**config.mk**
```make
export PLATFORM = sky130hd
export DESIGN_NAME = psc_power_ctrl
export DESIGN_NICKNAME = d
export VERILOG_FILES = /design/src/design/psc_pkg.sv /design/src/design/psc_power_ctrl.sv
export SDC_FILE = /design/constraint.sdc
export NUM_CORES = 1
export LEC_CHECK = 0
export ABC_AREA = 1
export BUFFER_PORTS_ARGS = -buffer_cell sky130_fd_sc_hd__buf_2
export CORE_MARGIN = 4
export CORE_UTILIZATION = 41
export CTS_CLUSTER_SIZE = 16
export DETAILED_ROUTE_END_ITERATION = 6
export GPL_TIMING_DRIVEN = 0
export HOLD_SLACK_MARGIN = 0.12
export PLACE_DENSITY = 0.72
export SETUP_SLACK_MARGIN = 0.15
export SYNTH_ARGS = -nofsm -noshare
export SYNTH_HDL_FRONTEND = slang
export SYNTH_SLANG_ARGS = --single-unit
```
**constraint.sdc**
```tcl
create_clock -name SYS_CLK -period 1.4 [get_ports SYS_CLK]
set_input_delay 0.28 -clock SYS_CLK [delete_from_list [all_inputs] [get_ports SYS_CLK]]
set_output_delay 0.28 -clock SYS_CLK [all_outputs]
set_load 0.1 [all_outputs]
```
**src/design/psc_pkg.sv**
```systemverilog
package psc_pkg;

    // APB byte addresses of the registers.
    localparam logic [7:0] ADDR_GATE1    = 8'h00;
    localparam logic [7:0] ADDR_CLOCK_DIVIDER_CONTROL   = 8'h04;
    localparam logic [7:0] ADDR_RESETCTL = 8'h08;
    localparam logic [7:0] ADDR_PWRCFG   = 8'h0C;
    localparam logic [7:0] ADDR_STATUS   = 8'h10;

    // Module gate register layout.
    localparam int          GATE_TIMER1  = 11;
    localparam int          GATE_ENCODER = 10;
    localparam int          GATE_PWM     = 9;
    localparam int          GATE_I2C     = 7;
    localparam int          GATE_UART2   = 6;
    localparam int          GATE_UART1   = 5;
    localparam int          GATE_SPI2    = 4;
    localparam int          GATE_SPI1    = 3;
    localparam int          GATE_ADC     = 0;
    localparam logic [15:0] GATE1_MASK   = 16'h0EF9;
    localparam logic [15:0] GATE1_RESET  = 16'h0000;

    // Clock divider control layout.
    localparam int          CLOCK_DIVIDER_CONTROL_ROI   = 15;
    localparam int          CLOCK_DIVIDER_CONTROL_RATIO = 12;
    localparam int          CLOCK_DIVIDER_CONTROL_CPU_SLOWDOWN_EN = 11;
    localparam logic [15:0] CLOCK_DIVIDER_CONTROL_MASK  = 16'hF800;
    localparam logic [15:0] CLOCK_DIVIDER_CONTROL_RESET = 16'h0000;

    // Reset control layout.
    localparam int          RESETCTL_KEEP  = 8;
    localparam logic [15:0] RESETCTL_MASK  = 16'h0100;
    localparam logic [15:0] RESETCTL_RESET = 16'h0000;

    // Power configuration layout: low power regulator, watchdog and monitor enables.
    localparam int          PWRCFG_LPWR  = 0;
    localparam int          PWRCFG_WDT   = 1;
    localparam int          PWRCFG_FAILSAFE_CLOCK_MONITOR  = 2;
    localparam logic [15:0] PWRCFG_MASK  = 16'h0007;
    localparam logic [15:0] PWRCFG_RESET = 16'h0000;

    // Power save operands.
    localparam logic        OPERAND_SLEEP = 1'b0;
    localparam logic        OPERAND_IDLE  = 1'b1;

    // Cycles from wake to CPU restart, within the 2 to 4 cycle window.
    localparam logic [1:0]  RESUME_CYCLES = 2'h2;
    // Module gate change lands one instruction cycle after the write.
    localparam int          GATE_DELAY    = 1;

    typedef enum logic [1:0] { PSC_RUN, PSC_SLEEP, PSC_IDLE, PSC_RESUME } psc_state_e;

    typedef struct packed {
        logic        cpu_clk_en;
        logic        sys_osc_en;
        logic        low_power_rc_clock_en;
        logic        failsafe_clock_monitor_run;
        logic        wdt_clear;
        logic        periph_run;
        logic        idle_active;
        logic [1:0]  reg_mode;
    } psc_ctrl_s;

endpackage

```
**src/design/psc_power_ctrl.sv**
```systemverilog
// Overview of operation
// - power save operand 0 enters Sleep, operand 1 enters Idle.
// - Sleep stops the system oscillator and the fail-safe monitor.
// - In Sleep the RC clock runs while the watchdog is enabled.
// - Watchdog is cleared when entering Sleep or Idle.
// - Sleep disables system clocked peripherals; external clocked ones continue (here Sleep forces all PERIPH_CLK_EN bits low).
// - Enabled interrupt, reset or watchdog time-out wakes Sleep or Idle.
// - After Sleep the CPU restarts on the clock source it had before.
// - Regulators standby in Sleep unless keep-active bit is set.
// - Low power and keep-active bits choose one of four sleep modes.
// - Idle stops the CPU; peripherals keep running unless disabled.
// - In Idle the RC clock runs if watchdog or fail-safe monitor enabled.
// - CPU resumes two to four cycles after Idle wake.
// - Each peripheral's stop-in-idle bit halts it during Idle.
// - Interrupt during the power save instruction wakes after entry completes.
// - Doze slows CPU clock only; peripherals keep full speed in step.
// - Doze enable bit turns on Doze.
// - Three-bit ratio selects eight ratios 1:1 to 1:128, default 1:1.
// - Recover-on-interrupt set makes interrupts restore full CPU speed.
// - Module gate bit stops all clocks to that peripheral.
// - Peripheral enabled only if gate clear and present; enabled after reset.
// - Gate changes take effect one instruction cycle after the write.
// - Gate bits: timer1 11, encoder 10, pwm 9, i2c 7, uarts 6/5, spi 4/3, adc 0.
`timescale 1ns/100ps
module psc_power_ctrl
    import psc_pkg::*;
#(
    parameter logic [15:0] PRESENT_MASK = 16'h0EF9
)
(
    input  wire logic        SYS_CLK,
    input  wire logic        RST_N,
    input  wire logic        PSEL,
    input  wire logic        PENABLE,
    input  wire logic        PWRITE,
    input  wire logic [7:0]  PADDR,
    input  wire logic [31:0] PWDATA,
    output logic      [31:0] PRDATA,
    output logic             PREADY,
    output logic             PSLVERR,
    input  wire logic        POWER_SAVE_INSTR,
    input  wire logic        POWER_SAVE_OPERAND,
    input  wire logic        IRQ_PENDING,
    input  wire logic        WDT_TIMEOUT,
    input  wire logic [15:0] STOP_IN_IDLE,
    output logic             CPU_CLK_EN,
    output logic             SYS_OSC_EN,
    output logic             LOW_POWER_RC_CLOCK_EN,
    output logic             FAILSAFE_CLOCK_MONITOR_RUN,
    output logic             WDT_CLEAR,
    output logic             REG_STANDBY,
    output logic             REG_LOW_POWER,
    output logic [15:0]      PERIPH_CLK_EN,
    output logic             CPU_RESUME
);

    psc_state_e  state_q;
    logic [15:0] gate_q;
    logic [15:0] gate_eff_q;
    logic [15:0] clock_divider_control_q;
    logic [15:0] resetctl_q;
    logic [15:0] pwrcfg_q;
    logic [1:0]  resume_cnt_q;
    logic [6:0]  doze_cnt_q;
    logic        doze_tick;
    logic        full_speed_q;
    logic        pend_q;
    logic        wr_en;
    logic        rd_en;
    logic        wake;

    // Ratio code n divides by 2**n; the compare limit is one less.
    function automatic logic [6:0] doze_limit(input logic [2:0] code);
        doze_limit = 7'((8'h01 << code) - 8'h01);
    endfunction

    function automatic logic known_addr(input logic [7:0] a);
        known_addr = (a == ADDR_GATE1) || (a == ADDR_CLOCK_DIVIDER_CONTROL) || (a == ADDR_RESETCTL)
                  || (a == ADDR_PWRCFG) || (a == ADDR_STATUS);
    endfunction

    assign wr_en = PSEL && PENABLE && PWRITE;
    assign rd_en = PSEL && !PENABLE && !PWRITE;
    // A reset clears state_q asynchronously, so only the interrupt and watchdog
    // wake terms appear here.
    assign wake  = IRQ_PENDING || WDT_TIMEOUT;

    always_ff @(posedge SYS_CLK or negedge RST_N)
    begin
        if (!RST_N)
        begin
            gate_q     <= GATE1_RESET;
            clock_divider_control_q   <= CLOCK_DIVIDER_CONTROL_RESET;
            resetctl_q <= RESETCTL_RESET;
            pwrcfg_q   <= PWRCFG_RESET;
        end
        else if (wr_en)
        begin
            case (PADDR)
                ADDR_GATE1:    gate_q     <= PWDATA[15:0] & GATE1_MASK;
                ADDR_CLOCK_DIVIDER_CONTROL:   clock_divider_control_q   <= PWDATA[15:0] & CLOCK_DIVIDER_CONTROL_MASK;
                ADDR_RESETCTL: resetctl_q <= PWDATA[15:0] & RESETCTL_MASK;
                ADDR_PWRCFG:   pwrcfg_q   <= PWDATA[15:0] & PWRCFG_MASK;
                default:       gate_q     <= gate_q;
            endcase
        end
    end

    // Read data is prepared in the setup cycle so the access phase needs no wait.
    always_ff @(posedge SYS_CLK or negedge RST_N)
    begin
        if (!RST_N)
        begin
            PRDATA  <= 32'h0000_0000;
            PREADY  <= 1'b0;
            PSLVERR <= 1'b0;
        end
        else
        begin
            PREADY  <= PSEL && !PENABLE;
            PSLVERR <= PSEL && !PENABLE && !known_addr(PADDR);
            if (rd_en)
            begin
                case (PADDR)
                    ADDR_GATE1:    PRDATA <= {16'h0000, gate_q};
                    ADDR_CLOCK_DIVIDER_CONTROL:   PRDATA <= {16'h0000, clock_divider_control_q};
                    ADDR_RESETCTL: PRDATA <= {16'h0000, resetctl_q};
                    ADDR_PWRCFG:   PRDATA <= {16'h0000, pwrcfg_q};
                    ADDR_STATUS:   PRDATA <= {28'h000_0000, full_speed_q, CPU_CLK_EN,
                                              state_q};
                    default:       PRDATA <= 32'h0000_0000;
                endcase
            end
        end
    end

    // The power state machine.
    always_ff @(posedge SYS_CLK or negedge RST_N)
    begin
        if (!RST_N)
        begin
            state_q      <= PSC_RUN;
            resume_cnt_q <= 2'h0;
            pend_q       <= 1'b0;
        end
        else
        begin
            case (state_q)
                PSC_RUN:
                begin
                    if (POWER_SAVE_INSTR)
                    begin
                        // An interrupt here is held and wakes the block right after entry.
                        pend_q  <= IRQ_PENDING;
                        state_q <= (POWER_SAVE_OPERAND == OPERAND_IDLE) ? PSC_IDLE
                                                                         : PSC_SLEEP;
                    end
                end
                PSC_SLEEP, PSC_IDLE:
                begin
                    if (wake || pend_q)
                    begin
                        pend_q       <= 1'b0;
                        resume_cnt_q <= RESUME_CYCLES;
                        state_q      <= PSC_RESUME;
                    end
                end
                PSC_RESUME:
                begin
                    if (resume_cnt_q == 2'h1)
                        state_q <= PSC_RUN;
                    resume_cnt_q <= resume_cnt_q - 2'h1;
                end
                default: state_q <= PSC_RUN;
            endcase
        end
    end

    // Doze divider: a tick every 2**n cycles gates the CPU clock enable.
    always_ff @(posedge SYS_CLK or negedge RST_N)
    begin
        if (!RST_N)
            doze_cnt_q <= 7'h00;
        else if (doze_tick)
            doze_cnt_q <= 7'h00;
        else
            doze_cnt_q <= doze_cnt_q + 7'h01;
    end
    assign doze_tick = (doze_cnt_q >= doze_limit(clock_divider_control_q[CLOCK_DIVIDER_CONTROL_RATIO +: 3]));

    // Recovery flag: set by interrupt when enabled, cleared when software rewrites the
    // divider control. Set wins over the clear.
    always_ff @(posedge SYS_CLK or negedge RST_N)
    begin
        if (!RST_N)
            full_speed_q <= 1'b0;
        else if (IRQ_PENDING && clock_divider_control_q[CLOCK_DIVIDER_CONTROL_ROI])
            full_speed_q <= 1'b1;
        else if (wr_en && PADDR == ADDR_CLOCK_DIVIDER_CONTROL)
            full_speed_q <= 1'b0;
    end

    // Gate changes take effect one cycle after the register update.
    always_ff @(posedge SYS_CLK or negedge RST_N)
    begin
        if (!RST_N)
            gate_eff_q <= GATE1_RESET;
        else
            gate_eff_q <= gate_q;
    end

    // Output flops. The oscillator choice is never altered here, so the CPU comes back on
    // the source it left.
    always_ff @(posedge SYS_CLK or negedge RST_N)
    begin
        if (!RST_N)
        begin
            CPU_CLK_EN    <= 1'b1;
            SYS_OSC_EN    <= 1'b1;
            LOW_POWER_RC_CLOCK_EN       <= 1'b0;
            FAILSAFE_CLOCK_MONITOR_RUN      <= 1'b0;
            WDT_CLEAR     <= 1'b0;
            REG_STANDBY   <= 1'b0;
            REG_LOW_POWER <= 1'b0;
            PERIPH_CLK_EN <= 16'h0000;
            CPU_RESUME    <= 1'b0;
        end
        else
        begin
            CPU_CLK_EN    <= (state_q == PSC_RUN) && !(POWER_SAVE_INSTR)
                          && (!clock_divider_control_q[CLOCK_DIVIDER_CONTROL_CPU_SLOWDOWN_EN] || full_speed_q || doze_tick);
            SYS_OSC_EN    <= (state_q != PSC_SLEEP);
            FAILSAFE_CLOCK_MONITOR_RUN      <= (state_q != PSC_SLEEP) && pwrcfg_q[PWRCFG_FAILSAFE_CLOCK_MONITOR];
            LOW_POWER_RC_CLOCK_EN       <= pwrcfg_q[PWRCFG_WDT]
                          || ((state_q != PSC_SLEEP) && pwrcfg_q[PWRCFG_FAILSAFE_CLOCK_MONITOR]);
            WDT_CLEAR     <= (state_q == PSC_RUN) && POWER_SAVE_INSTR
                          && pwrcfg_q[PWRCFG_WDT];
            REG_STANDBY   <= (state_q == PSC_SLEEP) && !resetctl_q[RESETCTL_KEEP];
            REG_LOW_POWER <= (state_q == PSC_SLEEP) && pwrcfg_q[PWRCFG_LPWR];
            PERIPH_CLK_EN <= PRESENT_MASK & GATE1_MASK & ~gate_eff_q
                          & ((state_q == PSC_IDLE) ? ~STOP_IN_IDLE : 16'hFFFF)
                          & ((state_q == PSC_SLEEP) ? 16'h0000 : 16'hFFFF);
            CPU_RESUME    <= (state_q == PSC_RESUME) && (resume_cnt_q == 2'h1);
        end
    end
endmodule

```
==> impl_metrics.csv, run 1 <==
group,metric,value,unit
synth,synth_compound_area_frac,0.0810,
status,violations,"negative setup slack",
synth,syn_inst,391,
synth,synth-edff-count,0,
timing,finalSetupViolations,10,
synth,synthAdderAreaFrac,0.0502,
synth,synth_top_cells_by_count,"99 x nand2_1, 73 x dfrtp_1, 53 x inv_1, 35 x nor2_1, 23 x buf_4",
setup_path,crit_required,1.67,ns
synth,synth_cell_types,29,
drt,drc,0,
synth,async_flop_share,1.00,
final_layout,ff_latch_area,1880,um^2
pwr,pwr-share-comb,0.472,
die,fp-row-count,33,
drt,routedWlPerCell,14.0,um
global_route,grt_pass1_vias,2921,
setup_path,crit_path_max_fanout,8,
synth,synth-simple-area-share,0.209,
final_layout,areaGrowthSynthToFinish,48.2,%
timing,relSlewSlack,0.652,
global_route,antenna_found_initial,0,
pwr,p_seq_frac,0.329,
pwr,sw_frac_of_total,0.413,
placement,place.gp.congestion,0.868,
synth,yosys.area.top_type,"dfrtp_1",
clock_network,cts_buffer_depth,2,
timing,finClkSkew,0.00829,ns
synth,synth_flop_cell,"dfrtp_1",
setup_path,worstSetupPathType,"flop to flop",
placement,io_buffer_count,76,
pwr,power.density,1580,nW/um^2
global_route,grt_max_degree,74,
timing,setup_ws,-0.226,ns
status,run_status,"finished with violations",
synth,ys_ff_latch,75,
die,core,8260,um^2
timing,layout_min_cycle_time,1.63,ns
synth,ys_top_cells_by_area,"dfrtp_1 52%, nand2_1 11%, inv_1 5.7%, ha_1 5.0%, buf_4 4.9%",
pwr,p_leak,2.73,nW
synth,synthXorXnorAreaFrac,0.00502,
synth,synth_top_family_by_area,"simple AND/OR/NAND/NOR gates",
setup_path,start_kind,"flop",
drt,vias_per_cell,4.59,
die,die-width,100,um
final_layout,multi_input_area,1560,um^2
pwr,power.net_switching,0.00339,W
clock_network,clk_pin_slew,0.07,ns
clock_network,cts_sinks,75,
synth,yosysMostFrequentCell,"nand2_1",
hold_path,min_path_type,"input pin to flop",
placement,dp.cells,595,
timing,max_freq,0.615,GHz
global_route,grt_overflow_total,0,
die,top_level_ports,123,
die,initial_core_util,0.423,
timing,slew_violations,0,
drt,drt-total-wl,8840,um
placement,preCtsSetupSlack,-0.270,ns
synth,synth_top_area_share,0.523,
final_layout,finalCoreUtilization,0.627,
pwr,pwr-share-clk,0.200,
synth,synthMuxAreaShare,0,
setup_path,crit_family,"simple AND/OR/NAND/NOR gates",
drt,drt-pass1-iter-count,4,
final_layout,drive_above_1_share,0.393,
die,dieArea,10100,um^2
synth,synth-seq-area-share,0.538,
final_layout,nFillCells,660,
timing,worst_pin_slew,0.522,ns
final_layout,antenna_cells,0,
global_route,grt_pass1_wl,13700,um
setup_path,cpMaxStageDelayCell,"dfrtp_2",
drt,antenna_left,0,
final_layout,final_cells,632,
clock_network,cts_max_level,3,
drt,drt_iter0_markers,103,
clock_network,clock_latency,0.34,ns
timing,grt_setup_unrepaired,"yes",
setup_path,crit_path_end_kind,"flop",
drt,vias,2904,
die,die_h,100,um
clock_network,cts_tree,"done",
setup_path,cp_common_cell,"nand2_2",
final_layout,num-nets-final,602,
synth,ys_warn_count,0,
synth,synth_area_per_cell,8.93,um^2
synth,syn_area,3490,um^2
setup_path,cpPeakStageDelay,0.48,ns
global_route,track_usage,0.172,
setup_path,cp.arrival,1.90,ns
timing,finalHoldViolCount,0,
timing,period_share,1.16,
placement,place_hpwl,5860,um
clock_network,root_buffer,"clkbuf_8",
pwr,p_int,0.00481,W
setup_path,critical_path_buf_inv_count,0,
clock_network,numCtsBuffers,9,
pwr,ir_drop,0.00110,V
flow_run,drv_cap,0,
setup_path,cp_cell_sequence,"o21ai_2, ha_4, nand2_2, nand2_2, a21oi_4, nand3_4, nor2_4, nor2_2",
[routing by layer]
metal	part of all wire	GRT usage
met3	0.071	0.0473
met5	0	0
met4	0.025	0.0570
met1	0.39	0.207
met2	0.51	0.298
[registers in the layout, indices dropped and copies added, names as in the netlist, 2 cells and up]
register	flops
pwrcfg_q	3
clock_divider_control_q	5
doze_cnt_q	7
resume_cnt_q	2
gate_eff_q	9
PRDATA	16
gate_q	9
PERIPH_CLK_EN	9
state_q	2
[through the flow]
stage	hold slack [ns]	total power (W)	cell area, um^2	TNS [ns]
2_1_floorplan	-0.0156	0.00472	3590	-0.0575
3_3_place_gp	0.358	0.00516	4100	-30.16
3_5_place_dp	0.0840	0.00526	4130	-2.59
4_1_cts	0.128	0.00746	4730	-1.11
5_1_grt	0.140	0.00862	5180	-2.29
6_report	0.138	0.00820	5180	-1.43
[cells in the final DEF (no fill, tap or decap), types with 3 or more instances in the layout]
master,count
o31ai_1,6
inv_1,48
buf_8,4
ha_4,7
ha_1,6
dfrtp_1,70
o21ai_1,5
inv_2,4
buf_4,40
clkbuf_8,10
nand3_1,19
conb_1,23
a21oi_1,6
nand2_1,92
o21ai_2,3
nor2_4,7
buf_6,21
nand2_2,8
o21ai_0,5
nor2_1,29
nand2_4,3
nor2_2,4
buf_12,17
dfrtp_2,3
a21oi_2,16
buf_2,41
[area by class of cell]
class / count / area share
Clock inverter: 4 / 0.00991
Timing Repair Buffer: 99 / 0.191
Multi-Input combinational cell: 256 / 0.300
Tap cell: 105 / 0.0254
Buffer: 28 / 0.0423
Clock buffer: 11 / 0.0273
Inverter: 54 / 0.0396
Sequential cell: 75 / 0.364
[worst paths after layout]
check / start / end / slack [ns] / cells after the start
setup / recovery: clock_divider_control_q[13]$_DFFE_PN0P_ / CPU_CLK_EN$_DFF_PN1_ / -0.23 / 8
hold / removal: PENABLE / PREADY$_DFF_PN0_ / 0.14 / 2
setup reg to reg: clock_divider_control_q[13]$_DFFE_PN0P_ / CPU_CLK_EN$_DFF_PN1_ / -0.23 / 8
hold reg to reg: gate_q[6]$_DFFE_PN0P_ / gate_eff_q[6]$_DFF_PN0_ / 0.38 / 0
max in group asynchronous: RST_N / CPU_CLK_EN$_DFF_PN1_ / 0.57 / 3
min in group asynchronous: RST_N / PRDATA[6]$_DFFE_PN0P_ / 0.26 / 2
[power groups by stage]
| stage | combinational [W] | clock (W) | sequential [W] |
|---|---|---|---|
| after floorplan | 0.00128 | 0 | 0.00344 |
| after global placement | 0.00249 | 0 | 0.00267 |
| after detailed placement | 0.00258 | 0 | 0.00268 |
| after CTS | 0.00314 | 0.00167 | 0.00265 |
| after global routing | 0.00410 | 0.00179 | 0.00273 |
| final | 0.00387 | 0.00164 | 0.00270 |
[kinds of logic (layout without fill, tap and decap cells)]
logic type,Yosys count,after routing
simple gates,171,171
buf+inv,82,196
flops,75,75
compound gates,46,46
fa+ha+maj,14,14
xor+xnor,2,2
other cells,1,23
[worst register-to-register path: cells and delay by family, from the launching register on]
family	cells	cell delay [ns]
adders and majority gates	1	0.24
AOI/OAI and AO/OA	2	0.36
and+or+nand+nor	5	0.49
DFF	1	0.48
[what timing repair did]
| action | CTS | global route |
|---|---|---|
| endpoints found under the setup margin | 59 | 52 |
| hold buffers | 1 | 0 |
| setup buffers | 10 | 9 |
| gates cloned | 0 | 2 |
| pin swaps | 10 | 13 |
| gates resized for setup | 103 | 76 |
| endpoints found under the hold margin | 73 | 0 |
No activity file was read; power rests on OpenSTA's default activity.
==> run 2: changes to the inputs <==
Settings changed: PLACE_DENSITY 0.72 to 0.77.
==> run 2 against run 1 <==
The run still ends with negative setup slack left. Critical path depth stayed put. Cell count up 0.32%. Clock-buffer cell count is 2 lower. Worst hold slack worse by 0.010 ns. Critical endpoint unchanged. Sequential share of layout area up 0.59 points. Setup slack gained 0.052 ns. Sequential cell count unchanged. Total power down 3.3%. Global-route usage shrank 0.56 points. Clock power barely moved. Clock skew down 0.0034 ns. Via count increased by 3.4%.
==> impl_metrics.csv, run 2 (synthesis gave the netlist of run 1 again) <==
group,metric,value,unit
die,dieArea,10100,um^2
clock_network,cts_buffer_depth,2,
clock_network,root_buffer,"clkbuf_8",
setup_path,crit_path_max_fanout,8,
status,violations,"negative setup slack",
clock_network,cts_max_level,3,
final_layout,antenna_cells,0,
setup_path,worstSetupPathType,"flop to flop",
clock_network,numCtsBuffers,9,
pwr,power.density,1560,nW/um^2
setup_path,crit_required,1.68,ns
final_layout,areaGrowthSynthToFinish,45.9,%
timing,slew_violations,0,
timing,finalHoldViolCount,0,
setup_path,crit_path_end_kind,"flop",
placement,place.gp.congestion,0.887,
final_layout,largest_register_ffs,16,
global_route,grt_overflow_total,0,
setup_path,r2r-start,"clock_divider_control_q[13]$_DFFE_PN0P_",
setup_path,r2r_slack,-0.17,ns
timing,layout_min_cycle_time,1.57,ns
drt,antenna_left,0,
drt,drt-pass1-iter-count,5,
timing,tns,-1.22,ns
timing,setup_ws,-0.174,ns
drt,routedWlPerCell,13.5,um
setup_path,reg2regPathDepth,8,
timing,period_share,1.12,
clock_network,clk_pin_slew,0.08,ns
setup_path,start_kind,"flop",
hold_path,holdPathEnd,"PSLVERR$_DFF_PN0_",
global_route,grt_pass1_vias,2847,
die,die_h,100,um
timing,finalSetupViolations,9,
drt,drt_iter0_markers,150,
flow_run,drv_cap,0,
setup_path,cp.arrival,1.86,ns
timing,grt_setup_unrepaired,"yes",
final_layout,num-nets-final,603,
final_layout,layout_common_cells,"94 x nand2_1, 70 x dfrtp_1, 48 x inv_1",
drt,vias,3002,
hold_path,min_path_type,"input pin to flop",
die,fp-row-count,33,
hold_path,hold_path_depth,2,
timing,finClkSkew,0.00493,ns
die,die-width,100,um
placement,io_buffer_count,76,
final_layout,finalCoreUtilization,0.617,
die,initial_core_util,0.423,
drt,vias_per_cell,4.74,
final_layout,largest_register,"PRDATA",
final_layout,final_common_cell,"nand2_1",
placement,place_hpwl,5870,um
clock_network,cts_sinks,75,
global_route,grt_pass1_wl,13100,um
clock_network,clock_latency,0.35,ns
drt,drt-total-wl,8580,um
timing,max_freq,0.635,GHz
die,core,8260,um^2
hold_path,hp-start,"PENABLE",
global_route,grt_max_degree,56,
pwr,p_leak,2.74,nW
die,top_level_ports,123,
global_route,antenna_found_initial,0,
timing,fin_hold_ws,0.128,ns
placement,preCtsSetupSlack,-0.252,ns
pwr,ir_drop,0.000774,V
clock_network,cts_tree,"done",
status,run_status,"finished with violations",
setup_path,r2r_end,"CPU_CLK_EN$_DFF_PN1_",
final_layout,drive_above_1_share,0.378,
global_route,track_usage,0.166,
drt,drc,0,
run 2: final cells by class:
cell class | count | area [um^2]
fill | 667 | 3160
sequential | 75 | 1880
multi-input combinational | 256 | 1450
timing repair buffer | 99 | 990
buffer | 28 | 223
inverter | 54 | 209
tap | 105 | 131
clock buffer | 9 | 124
clock inverter | 7 | 77.6
timing repair inverter | 1 | 5.00
run 2: worst max-delay path by stage:
stage                                            start                     end  cells past startpoint
3_5_place_dp   clock_divider_control_q[14]$_DFFE_PN0P_    CPU_CLK_EN$_DFF_PN1_                      8
3_3_place_gp                                     RST_N  PRDATA[14]$_DFFE_PN0P_                      1
4_1_cts        clock_divider_control_q[14]$_DFFE_PN0P_    CPU_CLK_EN$_DFF_PN1_                      8
5_1_grt        clock_divider_control_q[13]$_DFFE_PN0P_    CPU_CLK_EN$_DFF_PN1_                      8
6_report       clock_divider_control_q[13]$_DFFE_PN0P_    CPU_CLK_EN$_DFF_PN1_                      8
2_1_floorplan  clock_divider_control_q[14]$_DFFE_PN0P_    CPU_CLK_EN$_DFF_PN1_                      8
run 2: timing repair:
| item | in CTS | in global routing |
|---|---|---|
| endpoints found under the hold margin | 22 | 0 |
| buffers inserted | 9 | 11 |
| pin swaps | 5 | 8 |
| endpoints found under the setup margin | 59 | 66 |
| gates resized for setup | 112 | 58 |
| hold buffers | 2 | 0 |
| cloned | 1 | 1 |
run 2: layer usage:
metal,global-route usage,wire length (um),vias up
met1,0.212,3340,1420
met4,0.0819,235,0
met2,0.269,4370,116
li1,-,-,1447
met5,0,0,-
met3,0.0368,636,19
run 2: worst max-delay path, stage by stage, from the launching register on:
cell and delay, ns:
dfrtp_2 0.48, o21ai_2 0.15, ha_1 0.26, nand2_1 0.07, nand2_1 0.06, a21oi_2 0.16
nand3_4 0.16, nor2_4 0.12, nor2_2 0.05
run 2: metrics by stage:
step           power [W]  cell area [um^2]  instances
6_report         0.00793              5090        634
5_1_grt          0.00838              5090        634
4_1_cts          0.00756              4820        623
3_5_place_dp     0.00524              4130        595
3_3_place_gp     0.00515              4100        594
2_1_floorplan    0.00472              3590        413
run 2: where the power goes:
group	switching (W)	internal, W	total, W	leakage, nW
combinational	0.00223	0.00136	0.00358	1.72
clock	0.000837	0.000838	0.00167	0.105
sequential	0.000213	0.00246	0.00267	0.914
